**src/design/watchdog_consts.svh**
```systemverilog
// Offsets, field positions, reset values and timing counts of the watchdog
`ifndef WATCHDOG_CONSTS_SVH
`define WATCHDOG_CONSTS_SVH

`define WDG_CTRL_OFFSET      12'h0d8
`define WDG_CTRL_RESET       8'hfe
`define WDG_ACT_BIT          0
`define WDG_TRIG_BIT         1
`define WDG_CLK_MHZ          250
`define WDG_STEP_CYCLES      12'hc00
`define WDG_RST_PULSE_NS     500
`define WDG_RST_PULSE_CYCLES ((`WDG_RST_PULSE_NS * `WDG_CLK_MHZ) / 1000)

`endif

```
**src/design/watchdog_pkg.sv**
```systemverilog
// Types shared by the watchdog design
`default_nettype none
package watchdog_pkg;
    // Avalon-MM slave request from the bus fabric
    typedef struct packed {
        logic [9:0] address;
        logic       read;
        logic       write;
        logic [7:0] writedata;
    } avmm_req_t;

    // Avalon-MM slave answer
    typedef struct packed {
        logic [7:0] readdata;
        logic       waitrequest;
    } avmm_rsp_t;

    // Low-power request from the CPU core
    typedef struct packed {
        logic wait_req;
        logic stop_req;
    } power_req_t;

    // Watchdog state machine
    typedef enum logic [1:0] {
        ST_RUN    = 2'b00,
        ST_FROZEN = 2'b01,
        ST_RESET  = 2'b10
    } wdg_state_t;
endpackage
`default_nettype wire

```
**src/design/watchdog_reset_timer.sv**
```systemverilog
// Watchdog reset timer with Avalon-MM register access
//
// The Avalon-MM interface to the registers is this design's own decision.
`include "watchdog_consts.svh"
`default_nettype none
module watchdog_reset_timer (
    // Clock and reset
    input  wire logic                    core_clk_in,
    input  wire logic                    rst_n_in,
    // Register bus
    input  wire watchdog_pkg::avmm_req_t bus_req_in,
    output var  watchdog_pkg::avmm_rsp_t bus_rsp_out,
    // Option straps and pins
    input  wire logic                    hw_option_select_in,
    input  wire logic                    pin_gated_halt_option_in,
    input  wire logic                    nmi_pin_in,
    // CPU power requests
    input  wire watchdog_pkg::power_req_t power_req_in,
    input  wire logic                    stop_exit_in,
    output logic                         enter_stop_out,
    output logic                         enter_wait_out,
    // Chip reset pin, open drain
    output logic                         reset_pin_out,
    output logic                         reset_pin_oe_n_out
);
    import watchdog_pkg::*;

    // ==========================================================
    // Pin synchronisers
    // ==========================================================
    logic [1:0] nmi_sync_q;
    logic [1:0] nmi_sync_d;
    logic       nmi_pin_high;

    // Two stages before anything reads the pin
    always_comb begin
        nmi_sync_d = {nmi_sync_q[0], nmi_pin_in};
    end

    always_ff @(posedge core_clk_in) begin
        if (!rst_n_in) begin
            nmi_sync_q <= 2'h0;
        end else begin
            nmi_sync_q <= nmi_sync_d;
        end
    end

    assign nmi_pin_high = nmi_sync_q[1];

    // ==========================================================
    // Helper functions
    // ==========================================================
    // Register bits 7..2 map to counter bits 0..5 in reverse
    function automatic logic [5:0] reverse6(input logic [5:0] v);
        logic [5:0] r;
        r = 6'h0;
        for (int i = 0; i < 6; i++) begin
            r[i] = v[5 - i];
        end
        return r;
    endfunction

    function automatic logic ctrl_hit(input avmm_req_t rq);
        return rq.address == 10'(`WDG_CTRL_OFFSET);
    endfunction

    // ==========================================================
    // Watchdog state
    // ==========================================================
    localparam logic [11:0] STEP_LAST  = 12'(`WDG_STEP_CYCLES - 1);
    localparam int          PULSE_INT  = `WDG_RST_PULSE_CYCLES < 1 ? 1 : `WDG_RST_PULSE_CYCLES;
    localparam logic [7:0]  PULSE_LAST = 8'(PULSE_INT - 1);

    wdg_state_t  state_q, state_d;
    logic [6:0]  count_q, count_d;      // {trigger, T5..T0}
    logic        active_q, active_d;
    logic [11:0] step_q, step_d;
    logic [7:0]  pulse_q, pulse_d;
    logic        hw_opt_q, hw_opt_d;
    logic        strap_done_q, strap_done_d;
    logic        wr_hit;
    logic        step_tick;
    logic        stop_freezes;
    logic        active_now;

    // A write lands only at the edge where waitrequest is low, never twice
    assign wr_hit     = bus_req_in.write && !bus_rsp_out.waitrequest && ctrl_hit(bus_req_in);
    assign active_now = active_q || hw_opt_q;
    assign step_tick  = (step_q == STEP_LAST);
    // Only the pin-gated option with the pin high truly stops the counter
    assign stop_freezes = active_now && pin_gated_halt_option_in && nmi_pin_high;

    // Next-state logic for counter, activation and reset pulse
    always_comb begin
        state_d      = state_q;
        count_d      = count_q;
        active_d     = active_q;
        step_d       = step_q;
        pulse_d      = pulse_q;
        hw_opt_d     = hw_opt_q;
        strap_done_d = 1'b1;
        // Strap is caught on the first clock after reset release
        if (!strap_done_q) begin
            hw_opt_d = hw_option_select_in;
        end
        unique case (state_q)
            ST_RUN: begin
                // Wait requests leave the count running untouched
                if (wr_hit) begin
                    // A write reloads the count and restarts the interval
                    count_d = {bus_req_in.writedata[`WDG_TRIG_BIT],
                               reverse6(bus_req_in.writedata[7:2])};
                    step_d  = 12'h000;
                    // Activation is one-way until chip reset
                    active_d = active_q | bus_req_in.writedata[`WDG_ACT_BIT];
                end else if (power_req_in.stop_req && stop_freezes) begin
                    state_d = ST_FROZEN;
                end else begin
                    // Counter runs whether or not active
                    step_d = step_tick ? 12'h000 : 12'(step_q + 12'h001);
                    if (step_tick) begin
                        count_d = 7'(count_q - 7'h01);
                    end
                end
                // Trigger bit low while active launches reset
                if ((active_now || active_d) && !count_d[6]) begin
                    state_d = ST_RESET;
                    pulse_d = 8'h00;
                end
            end
            ST_FROZEN: begin
                // Held count resumes on leaving stop
                if (stop_exit_in) begin
                    state_d = ST_RUN;
                end
            end
            ST_RESET: begin
                pulse_d = 8'(pulse_q + 8'h01);
                // The pulse ends on its own after PULSE_INT cycles, counted in pulse_q up to PULSE_LAST
                if (pulse_q == PULSE_LAST) begin
                    state_d = ST_RUN;
                    pulse_d = 8'h00;
                end
            end
            default: begin
                state_d = ST_RUN;
            end
        endcase
    end

    // Register the watchdog state
    always_ff @(posedge core_clk_in) begin
        if (!rst_n_in) begin
            state_q      <= ST_RUN;
            count_q      <= 7'h7f;
            active_q     <= 1'b0;
            step_q       <= 12'h000;
            pulse_q      <= 8'h00;
            hw_opt_q     <= 1'b0;
            strap_done_q <= 1'b0;
        end else begin
            state_q      <= state_d;
            count_q      <= count_d;
            active_q     <= active_d;
            step_q       <= step_d;
            pulse_q      <= pulse_d;
            hw_opt_q     <= hw_opt_d;
            strap_done_q <= strap_done_d;
        end
    end

    // ==========================================================
    // Register bus slave
    // ==========================================================
    logic [7:0] rdata_q, rdata_d;
    logic       ack_q, ack_d;
    logic [7:0] reg_view;

    // Reset value 1111 1110 comes from count 7F and activation low
    assign reg_view = {reverse6(count_q[5:0]), count_q[6], active_now};

    // One wait state on every access; unmapped reads return zero
    always_comb begin
        ack_d   = (bus_req_in.read || bus_req_in.write) && !ack_q;
        rdata_d = rdata_q;
        if (bus_req_in.read && !ack_q) begin
            rdata_d = ctrl_hit(bus_req_in) ? reg_view : 8'h00;
        end
    end

    always_ff @(posedge core_clk_in) begin
        if (!rst_n_in) begin
            ack_q   <= 1'b0;
            rdata_q <= 8'h00;
        end else begin
            ack_q   <= ack_d;
            rdata_q <= rdata_d;
        end
    end

    // One driver for the whole answer struct
    assign bus_rsp_out = '{readdata: rdata_q,
                           waitrequest: (bus_req_in.read || bus_req_in.write) && !ack_q};

    // ==========================================================
    // Outputs
    // ==========================================================
    logic stop_q, stop_d, wait_q, wait_d;

    // Stop becomes wait when an active watchdog must keep running
    always_comb begin
        stop_d = power_req_in.stop_req && (!active_now || stop_freezes);
        wait_d = power_req_in.wait_req ||
                 (power_req_in.stop_req && active_now && !stop_freezes);
    end

    always_ff @(posedge core_clk_in) begin
        if (!rst_n_in) begin
            stop_q <= 1'b0;
            wait_q <= 1'b0;
        end else begin
            stop_q <= stop_d;
            wait_q <= wait_d;
        end
    end

    assign enter_stop_out     = stop_q;
    assign enter_wait_out     = wait_q;
    assign reset_pin_out      = 1'b0;
    assign reset_pin_oe_n_out = (state_q != ST_RESET);
endmodule
`default_nettype wire

```
**config.mk**
```make
export PLATFORM = sky130hd
export DESIGN_NAME = watchdog_reset_timer
export DESIGN_NICKNAME = d
export VERILOG_FILES = /design/src/design/watchdog_pkg.sv /design/src/design/watchdog_reset_timer.sv
export VERILOG_INCLUDE_DIRS = /design/src /design/src/design
export SDC_FILE = /design/constraint.sdc
export NUM_CORES = 1
export LEC_CHECK = 0
export ABC_AREA = 1
export BUFFER_PORTS_ARGS = -buffer_cell sky130_fd_sc_hd__clkbuf_2
export CAP_MARGIN = 20
export CORE_MARGIN = 2
export CORE_UTILIZATION = 30
export CTS_CLUSTER_SIZE = 10
export DETAILED_ROUTE_END_ITERATION = 16
export GPL_ROUTABILITY_DRIVEN = 0
export MAX_ROUTING_LAYER = met4
export PLACE_DENSITY = 0.45
export SLEW_MARGIN = 20
export SYNTH_ARGS = -nofsm -noshare
export SYNTH_HDL_FRONTEND = slang
export SYNTH_SLANG_ARGS = --single-unit
export TNS_END_PERCENT = 5
```
**constraint.sdc**
```tcl
create_clock -name core_clk_in -period 2.04 [get_ports core_clk_in]
set_input_delay 0.408 -clock core_clk_in [delete_from_list [all_inputs] [get_ports core_clk_in]]
set_output_delay 0.408 -clock core_clk_in [all_outputs]
set_load 0.05 [all_outputs]
```
== Word-level counts from Yosys, hierarchy flattened ==
Index checks and enable logic that the tools add are counted.
Word-level totals
  bits in read-only memories: 0
  output and inout port bits: 13
  memories kept: 0
  bits in writable memories: 0
  register bits: 45
  bits in latches: 0
  logic and storage cells: 78
  input port bits: 28
Operators by class
  multiply operators: 0
  magnitude comparators: 0
  add/sub/neg operators: 3
  bitwise gates (word level): 1
  multiplexer cells: 20
  reduce and logical (&&, ||, !) cells: 27
  equal/unequal tests: 14
  shift-type cells: 0
  div/mod/pow operators: 0
Operators by type and width (number)
  $mux 12: 3
  $mux 7: 4
  $mux 8: 3
  $pmux 8 s2: 1
  $add 12x1->12 const B: 1
  $eq 12x12->1 const B: 1
  $ne 3x3->1 const B: 4
  $logic_and 1x1->1: 11
  $eq 10x8->1 const B: 1
  $mux 2: 5
  $ne 2x2->1 const B: 5
  $add 8x1->8 const B: 1
  $eq 8x7->1 const B: 1
  $sub 7x1->7 const B: 1
  $pmux 2 s3: 1
  $logic_not 1->1: 5
  $logic_or 1x1->1: 5
  $reduce_and 2->1: 2
  $reduce_and 4->1: 1
  $mux 1: 3
  $reduce_and 3->1: 1
  $eq 2x1->1 const B: 1
  $eq 2x2->1 const B: 1
  $logic_not 2->1: 1
  other kinds (2): 2

== Longest topological paths before layout ==
Gate-level depths: netlist of the first run.
  depth after elaboration: 11
  depth in mapped cells: 13
  mapped depth without buffers: 13

== Least setup slack after synthesis of the first run ==
No wires, ideal clock.
  path kind: register to register
  start point: register step_q[1]
  end point: register state_q[0]
  library setup time: 0.112 ns
  arrival time: 1.521 ns
  data required time: 1.928 ns
  stages on the path, launching flop included: 13
  slack: 0.407 ns
  path buffers: 0
  period minus slack after synthesis: 1.633 ns
  cells stage by stage: dfxtp_1 > ha_1 > nand2_1 > nor2_4 > nand2_2 > nor2_4 > nand4_1 > nand3_2 > nand3_2 > nand2_1 > nand3_1 > nor2_1 > nor2_1
On the way
  longest elaborated chain between the ends: 9
  elaborated cells on any way between the ends: 12
  classes of those cells: eq/ne: 3; mux: 6; reduce/logical: 3
Ends and longest elaborated chain
  from (decl): line watchdog_reset_timer.sv:77  | logic [11:0] step_q, step_d;
  from (signal assigned): line watchdog_reset_timer.sv:165  | step_q <= step_d;
  $eq 12x12->1 (*): line watchdog_reset_timer.sv:89  | assign step_tick = (step_q == STEP_LAST);
  $mux 7 (*): line watchdog_reset_timer.sv:121  | if (step_tick) begin
  $mux 7 (*): line watchdog_reset_timer.sv:116  | end else if (power_req_in.stop_req && stop_freezes) begin
  $mux 7 (*): line watchdog_reset_timer.sv:109  | if (wr_hit) begin
  $mux 7 (*): line watchdog_reset_timer.sv:106  | unique case (state_q)
  $logic_not 1->1 (*): line watchdog_reset_timer.sv:126  | if ((active_now || active_d) && !count_d[6]) begin
  $logic_and 1x1->1 (*): line watchdog_reset_timer.sv:126
  $ne 3x3->1 (no line) or $mux 2 (tied branches)
  $reduce_and 4->1 (no line) or $pmux 2 s3 (tied branches)
  to (signal assigned): line watchdog_reset_timer.sv:162  | state_q <= state_d;
  to (decl): line watchdog_reset_timer.sv:74  | wdg_state_t state_q, state_d;
Every way passes the cells marked *; elsewhere a longest branch is shown, timed or not. The select of a mux whose other input is x is not followed.
A chain may end at the register's enable or synchronous reset.

== Worst setup path in the final report of the first run ==
  start point: register step_q[0]
  end point: register state_q[0]
Same word-level chain as after synthesis.

==> results.md, run 1 <==
* Number of routed nets with antenna violations at 0
* CP top delay family: simple AND/OR/NAND/NOR gates
* Post-Syn Area at 0.00241 sq mm
* Fin crit share at 0.874
* Reg-to-reg endpoint: state_q[0]
* Worst hold path type: in2reg
* Core ar. at just under 0.008 sq mm
* Initial core utilization at 0.310
* Number of global-route vias before repair at around 2300
* CTS max path bufs at 2
* Drt pass-1 iters at 4
* Setup TNS at 0 ps
* Primary FF master, synth: dfxtp_1
* Clk slew on worst S/H paths at 80 ps
* R2R Setup Slk at between 200 and 300 ps
* Ordered cell list for the critical path: ha_1 > nand2_1 > nor2_4 > nand2_2 > nor2_4 > nand4_1 > nand3_2 > nand3_2 > nand2_1 > nand3_1 > nor2_1 > nor2_1
* ANT cells at 0
* Mapped Nets at between 300 and 400
* Proportion of layout cells with a drive suffix above 1 at 0.237
* TritonCTS buffer count at 5
* Clock skew at 3.56 ps
* Hold Fails Final Rpt at 0
* Worst hold slack at slightly below 300 ps
* Period minus WS final at approximately 1800 ps
* Grt total ovfl at 0
* Die ar. at between 0.008 and 0.009 sq mm
* Arrival time worst endpoint at between 1500 and 2000 ps
* Reg2Reg Depth at 12
* Worst-margin pin slew at ~520 ps
* Pwr dens at roughly 570 mW/mm^2
* Ys Warns at 0
* Overall Power at around 1600 uW
* Synth cell types at 35
* Peak VDD IR at 0.227 mV
* Fin nets at between 400 and 500
* Residual DRC at 0
* Sequential element share of the synthesized area at 0.374
* Worst hold path depth at 3
* Max-slew headroom at 0.649
* EDFF count, synth at 0
* Crit path max fanout at 6
* Via/cell ratio at approximately 4.7
* Post-synthesis area per instance at approximately 7.2 sq um
* Final Max Tran Viols at 0
* IO Port Bufs at 39
* Final setup fails at 0
* Site Rows at 32
* First-pass GRT wire length at approximately 11000 um
* Worst Path Required at ~2200 ps
* Die width at around 94 um
* CP peak stage delay at around 370 ps
* Post-Synthesis Cells at 336
* Synth Register Bits at 45
* Non-filler cells, final at between 400 and 500
* RR Startpoint: step_q[0]
* CP bufs+invs at 0
* Die extent in y at roughly 94 um
* Largest net degree at the start of global routing at 17
* WL/cell at between 10 and 15 um
* CP max stage cell: dfxtp_1
* Layout area overhead at 19.0%
* Static leakage at 0.00123 uW
* FFs w/ async S/R, synth at 0
* Detail Placement HPWL at 4630 um
* CTS tree: built
* RSZ-0062 raised after global routing: no
* Postcts setup bufs at 0
* FMAX at 0.561 GHz
* # placed instances at slightly below 500
* Worst-Skew Late Latency at 290 ps
* CTS H-tree lvls at 2
* WS Path Type: reg2reg
* Outcome: complete, no violations
* Io pins at a little over 40
* Routed WL at between 5000 and 6000 um
* Via count at roughly 2300
* Total Routing Usage GR at 0.157
* Crit end category: flop
* Hold_sp: nmi_pin_in
* CP startpoint kind: flop
* Hold endpoint: nmi_sync_q[0]
* DRT iter0 DRCs at 112
* CTS Root Cell: clkbuf_8
* Initial antenna violation count at 0
* Count of max-cap constraint violations at 0
* CTS sink cnt at 45
## Yosys cell counts, types with 2 or more instances
library cell  instances  area, sq um
nand4_2               2         25.0
inv_1                31          116
o21ai_1               3         15.0
nand2_2               5         31.3
clkbuf_1              3         11.3
nor3b_1               2         15.0
a21oi_1              30          150
nor2_2                6         37.5
xnor2_1               2         17.5
inv_2                 8         30.0
dfxtp_1              45          901
xor2_1                6         52.6
nand3_1              37          185
nand4_4               2         42.5
nand3_2               3         30.0
buf_4                 2         15.0
o211ai_1              6         45.0
clkinv_1              2         7.51
o21ai_0               8         40.0
nor2_1               31          116
nor3_1                6         30.0
nand4_1              11         68.8
nor2_4                3         33.8
nand2_1              68          255
ha_1                  4         50.1
## cell type report
class                      count  area [sq um]
sequential                    45           902
fill                         858          4900
timing repair buffer          51           285
inverter                      41           154
clock inverter                 2          10.0
tap                          102           128
multi-input combinational    244          1320
clock buffer                   6          72.6
## repair_timing
item,in CTS,in global routing
endpoints found under the setup margin,0,1
hold buffers,0,0
resized for setup,0,1
## routing by layer
| metal | global-route usage | vias up | share of wire |
|---|---|---|---|
| li1 | - | 1219 | - |
| met5 | - | - | 0 |
| met3 | 0.0281 | 8 | 0.037 |
| met1 | 0.214 | 1018 | 0.52 |
| met2 | 0.242 | 44 | 0.43 |
| met4 | 0.0399 | 0 | 0.012 |
## per-stage QoR
step	area (sq um)	worst slack, ps	util
2_1_floorplan	2410	407	-
3_3_place_gp	2790	204	0.359
3_5_place_dp	2790	194	0.359
4_1_cts	2870	225	0.369
5_1_grt	2870	23.8	0.370
6_report	2870	257	0.370
## cell usage in the layout, fill, tap and decap left out, types with 3 or more instances in the layout
master,Yosys,final
nand2_1,68,68
dfxtp_1,45,44
clkbuf_2,0,39
nand3_1,37,37
inv_1,31,31
nor2_1,31,31
a21oi_1,30,30
buf_4,2,12
nand4_1,11,11
inv_2,8,8
o21ai_0,8,8
nor2_2,6,6
nor3_1,6,6
xor2_1,6,6
o211ai_1,6,6
nand2_2,5,5
clkbuf_8,0,5
ha_1,4,4
nor2_4,3,3
nand3_2,3,3
o21ai_1,3,3
## kinds of logic after synthesis
kind of cell | Yosys count | share of synthesized area
AND/OR/NAND/NOR | 181 | 0.377
adder cells (fa/ha/maj) | 4 | 0.0208
flip-flops | 45 | 0.374
XOR/XNOR | 8 | 0.0291
other | 1 | 0.00156
AO/OA/AOI/OAI | 50 | 0.118
buffers and inverters | 47 | 0.0794
## how the worst max path moves through the flow
stage / startpoint / end / cells past startpoint
floorplan: step_q[1] / state_q[0] / 12
global placement: bus_req_in[19] / state_q[0] / 13
detailed placement: bus_req_in[19] / state_q[0] / 13
CTS: step_q[1] / state_q[0] / 12
global route: step_q[0] / state_q[0] / 12
finish: step_q[0] / state_q[0] / 12
## worst register-to-register path: cells and delay by family (launching register included)
kind / cells / cell delay, ps
simple gates: 11 / 1130
flops: 1 / 370
fa+ha+maj: 1 / 190
## flip-flops by register name, indices dropped and copies added, names as in the netlist
name,count
active_q,1
strap_done_q,1
pulse_q,8
enter_stop_out,1
ack_q,1
count_q,7
nmi_sync_q,2
hw_opt_q,1
enter_wait_out,1
step_q,12
state_q,2
rdata_q,8
## report_power, final
group          total (uW)  switching (uW)  internal, uW
Clock                 547             309           238
Combinational         186             119          66.4
Sequential            916            15.6           900
Note: power is estimated with default switching activity, not from simulation.
==> inputs of run 2 (changes only) <==
- SKIP_CTS_REPAIR_TIMING: default -> 1
- clock period: 2.04 -> 2.3 ns (I/O delays scaled with it)
==> run 2 against run 1 <==
- hold slack better by 48 ps
- setup slack gained 250 ps
- final cell count is 1.0% lower
- critical endpoint is now pulse_q[6]
- largest cell class unchanged
==> results.md, run 2 (synthesis gave the netlist of run 1 again) <==
* Core ar. at 0.00777 sq mm (unchanged)
* Placed Area at 0.00275 sq mm (-1.3%)
* Worst hold path type: in2reg
* CTS H-tree lvls at 2 (unchanged)
* CP top delay family: simple AND/OR/NAND/NOR gates
* Number of global-route vias before repair at 2263 (-1.5%)
* CTS max path bufs at 2 (unchanged)
* Detail Placement HPWL at 4580 um (-1.1%)
* Initial antenna violation count at 0 (unchanged)
* CP startpoint kind: flop
* Die ar. at 0.00877 sq mm (unchanged)
* Crit path max fanout at 9 (+3)
* Final Max Tran Viols at 0 (unchanged)
* RSZ-0062 raised after global routing: no
* Via count at 2285 (-0.17%)
* Io pins at 41 (unchanged)
* Total Routing Usage GR at 0.155 (-0.00168)
* Most frequent cells in the layout: nand2_1 (68), dfxtp_1 (45), clkbuf_2 (39)
* Fin nets at 415 (-1.2%)
* Worst-margin pin slew at 503 ps (-22.1 ps)
* Static leakage at 0.00123 uW (about the same)
* Period minus WS final at 1790 ps (+8.52 ps)
* IO Port Bufs at 39 (unchanged)
* WL/cell at 12.3 um (+0.93%)
* Most used cell, CP: nor2_4
* Drt pass-1 iters at 4 (unchanged)
* Peak VDD IR at 0.335 mV (+47%)
* Pwr dens at 587 mW/mm^2 (+2.1%)
* Regs by FF count: step_q (12), pulse_q (8), rdata_q (8)
* Residual DRC at 0 (unchanged)
* CP bufs+invs at 0 (unchanged)
* Largest net degree at the start of global routing at 26 (+9)
* Commonest non-fill, non-tap cell in the layout: nand2_1
* Biggest register: step_q
* CP max stage cell: dfxtp_1
* Worst Path Required at 2470 ps (+230 ps)
* First-pass GRT wire length at 10600 um (-1.2%)
* Final setup fails at 0 (unchanged)
* Initial core utilization at 0.310 (unchanged)
* Die width at 93.7 um (unchanged)
* Fin util at 0.371 (+0.00161)
* Count of max-cap constraint violations at 0 (unchanged)
* Worst-Skew Late Latency at 300 ps (about the same)
* Proportion of layout cells with a drive suffix above 1 at 0.227 (-0.00994)
* Outcome: complete, no violations
* Grt total ovfl at 0 (unchanged)
* ANT cells at 0 (unchanged)
* Fin crit share at 0.779 (-0.0951)
* Fin area at 0.00288 sq mm (+0.44%)
* Site Rows at 32 (unchanged)
* CTS tree: built
* DRT iter0 DRCs at 90 (-20%)
* Via/cell ratio at 4.70 (+0.85%)
* Max-slew headroom at 0.664 (+0.0158)
* Arrival time worst endpoint at 1960 ps (-20 ps)
* Ordered cell list for the critical path: ha_1 > nand2_1 > nor2_4 > nand2_2 > nor2_4 > nand4_1 > nand3_2 > nand4_4 > nand3_1 > a21oi_1
* FMAX at 0.558 GHz (-0.48%)
* CTS Root Cell: clkbuf_8
* CP peak stage delay at 390 ps (+20 ps)
* Number of flip-flops in the largest register at 12 (unchanged)
* Routed WL at 5980 um (-0.10%)
* CTS sink cnt at 45 (unchanged)
* TritonCTS buffer count at 5 (unchanged)
* Clock skew at 6.10 ps (+2.54 ps)
* Hold Fails Final Rpt at 0 (unchanged)
* Crit end category: flop
* WS Path Type: reg2reg
* Layout area overhead at 19.6%
* Setup TNS at 0 ps (unchanged)
* Clk slew on worst S/H paths at 90 ps (about the same)
* Number of routed nets with antenna violations at 0 (unchanged)
* Die extent in y at 93.7 um (unchanged)
[run 2: worst paths after layout]
| path | from | to | slack [ps] | cells past startpoint |
|---|---|---|---|---|
| hold / removal | nmi_pin_in | nmi_sync_q[0] | 340 | 3 |
| setup / recovery | step_q[1] | pulse_q[6] | 510 | 10 |
| hold reg to reg | nmi_sync_q[0] | nmi_sync_q[1] | 420 | 2 |
| setup reg to reg | step_q[1] | pulse_q[6] | 510 | 10 |
[run 2: area by class of cell]
cell class | count | area, sq um
inverter | 41 | 154
timing repair buffer | 46 | 248
multi-input combinational | 244 | 1320
sequential | 45 | 901
fill | 841 | 4880
tap | 102 | 128
clock buffer | 5 | 68.8
clock inverter | 3 | 65.1
[run 2: where the power goes]
part / internal (uW) / total [uW] / switching [uW]
Sequential: 797 / 811 / 13.9
Combinational: 56.5 / 162 / 105
Clock: 432 / 718 / 286
[run 2: layer usage]
metal  GRT usage  up-vias  routed length, um  part of all wire
met5           -        -                  0                 0
met4      0.0435        0                 57            0.0095
met3      0.0273        4                263             0.044
met2       0.247       52               2640              0.44
met1       0.204     1018               3020              0.51
li1            -     1211                  -                 -
[run 2: worst min-delay path: stages]
cell and delay (ps):
clkbuf_2 70, nand2_1 40, inv_1 40
[run 2: through the flow]
stage	setup WS (ps)	hold slack, ps	total power [uW]	std cells
6_report	508	337	1690	486
5_1_grt	303	338	1760	486
4_1_cts	495	331	1710	486
3_5_place_dp	312	400	992	478
3_3_place_gp	371	396	992	478
2_1_floorplan	667	390	931	336
==> inputs of run 3 (changes only) <==
- PLACE_DENSITY: 0.45 -> 0.47
- clock period: 2.3 -> 1.5 ns (I/O delays scaled with it)
==> run 3 against run 2 <==
- the flow now finishes with violations (setup timing)
- global-route usage grew 0.098 points
- design area grew 14%
- register-to-register slack lost 700 ps
- sequential share of layout area shrank 3.8 points
- final cell count grew 9.7%
- clock power grew 9.5%
- non-clock buffer count grew 46
- first-iteration DRC count shrank 12%
- fmax grew 6.0%
- combinational power grew 100%
- setup slack lost 700 ps
- largest cell class unchanged
==> results.md, run 3 (synthesis gave the netlist of run 1 again) <==
* CTS Root Cell: clkbuf_8
* WL/cell at 12.2 um (-0.95%)
* CP bufs+invs at 0 (unchanged)
* TritonCTS buffer count at 5 (unchanged)
* DRT iter0 DRCs at 79 (-12%)
* Crit path max fanout at 4 (-5)
* Largest net degree at the start of global routing at 17 (-35%)
* Commonest non-fill, non-tap cell in the layout: nand2_1
* Detail Placement HPWL at 5080 um (+11%)
* Number of global-route vias before repair at 2339 (+3.4%)
* Clk slew on worst S/H paths at 90 ps (about the same)
* RSZ-0062 raised after global routing: yes
* Via/cell ratio at 4.60 (-2.2%)
* R2R Setup Slk at -190 ps (-700 ps)
* Worst setup startpoint: step_q[0]
* Final Max Tran Viols at 0 (unchanged)
* Initial antenna violation count at 0 (unchanged)
* Worst hold path type: in2reg
* Worst-Skew Late Latency at 310 ps (about the same)
* Worst-margin pin slew at 507 ps (+4.43 ps)
* Most frequent cells in the layout: nand2_1 (63), buf_4 (53), dfxtp_1 (41)
* Die width at 93.7 um (unchanged)
* Initial core utilization at 0.310 (unchanged)
* Total Routing Usage GR at 0.156 (+0.000976)
* Worst Path Required at 1710 ps (-760 ps)
* Number of flip-flops in the largest register at 12 (unchanged)
* Number of routed nets with antenna violations at 0 (unchanged)
* Arrival time worst endpoint at 1900 ps (-60 ps)
* Regs by FF count: step_q (12), pulse_q (8), rdata_q (8)
* Outcome: finished with violations
* Hold Fails Final Rpt at 0 (unchanged)
* Ordered cell list for the critical path: ha_4 > nand2_4 > nor2_4 > nand2_2 > nor2_4 > nand4_1 > nand3_4 > nand3_2 > nand2_2 > nand3_2 > nor2_1 > nor2_1
* Routed WL at 6500 um (+8.6%)
* CTS max path bufs at 2 (unchanged)
* WS Path Type: reg2reg
* Via count at 2450 (+7.2%)
* Final WS setup at -190 ps (-698 ps)
* Final setup fails at 18 (+18)
* CP max stage cell: dfxtp_2
* Period minus WS final at 1690 ps (-102 ps)
* Max-slew headroom at 0.660 (-0.00395)
* Die ar. at 0.00877 sq mm (unchanged)
* IO Port Bufs at 39 (unchanged)
* Layout area overhead at 36.7%
* Io pins at 41 (unchanged)
* Crit end category: flop
* Static leakage at 0.00145 uW (+17%)
* FMAX at 0.592 GHz (+6.0%)
* Pwr dens at 718 mW/mm^2 (+22%)
* Clock skew at 9.85 ps (+3.76 ps)
* Core ar. at 0.00777 sq mm (unchanged)
* CTS H-tree lvls at 2 (unchanged)
* Fin crit share at 1.13 (+0.347)
* Fillers at 819 (-2.6%)
* CP startpoint kind: flop
* Placed Area at 0.00310 sq mm (+13%)
* Peak VDD IR at 0.355 mV (+6.1%)
* CTS tree: built
* RR Startpoint: step_q[0]
* Proportion of layout cells with a drive suffix above 1 at 0.357 (+0.131)
* Drt pass-1 iters at 4 (unchanged)
* Grt total ovfl at 0 (unchanged)
* Site Rows at 32 (unchanged)
* Fin area at 0.00330 sq mm (+14%)
* CP peak stage delay at 360 ps (-30 ps)
* Count of max-cap constraint violations at 0 (unchanged)
* Die extent in y at 93.7 um (unchanged)
* CTS sink cnt at 45 (unchanged)
* Hold_sp: nmi_pin_in
* Non-filler cells, final at 533 (+9.7%)
* Biggest register: step_q
* Residual DRC at 0 (unchanged)
* First-pass GRT wire length at 10600 um (+0.20%)
* Overall Power at 2370 uW (+40%)
* ANT cells at 0 (unchanged)
* CP top delay family: simple AND/OR/NAND/NOR gates
* # placed instances at 522 (+9.2%)
* Violated checks: setup timing
* Fin nets at 462 (+11%)
run 3: cell count changes in the layout (fill, tap and decap cells not counted), sizes merged:
cell      delta
nand4        +1
bufinv       -2
buf         +48
inv          +1
clkinvlp     +1
clkbuf       -2
run 3: layout make-up:
class                           count  area, sq um  area share
Timing Repair Buffer               92          599       0.182
Inverter                           41          156      0.0474
Multi-Input combinational cell    245         1420       0.430
Sequential cell                    45          906       0.275
Tap cell                          102          128      0.0387
Clock inverter                      3         21.3     0.00645
Clock buffer                        5         68.8      0.0209
run 3: tightest hold or removal path: stages:
cell and delay (ps):
clkbuf_2 70, nand2_1 40, inv_1 40
run 3: through the flow:
stage	util	hold slack (ps)	setup TNS [ps]	worst slack, ps
4_1_cts	0.410	165	-2860	-195
3_5_place_dp	0.399	405	-3920	-175
5_1_grt	0.424	168	-4620	-287
6_report	0.424	174	-1930	-190
3_3_place_gp	0.399	398	-3430	-184
2_1_floorplan	-	328	-657	-79.7
run 3: worst paths after layout:
check / endpoint / cells past startpoint
max reg2reg: state_q[0] / 12
min reg2reg: nmi_sync_q[1] / 2
max: state_q[0] / 12
min: nmi_sync_q[0] / 3
run 3: routing by layer:
metal  share of wire  track usage
met4           0.013       0.0531
met5               0            -
met1            0.49        0.202
met2            0.46        0.246
met3           0.042       0.0297
run 3: power breakdown:
group          leakage [uW]  internal [uW]  switching [uW]
Clock             0.0000445            331             455
Sequential         0.000366           1230            23.0
Combinational       0.00104            145             186
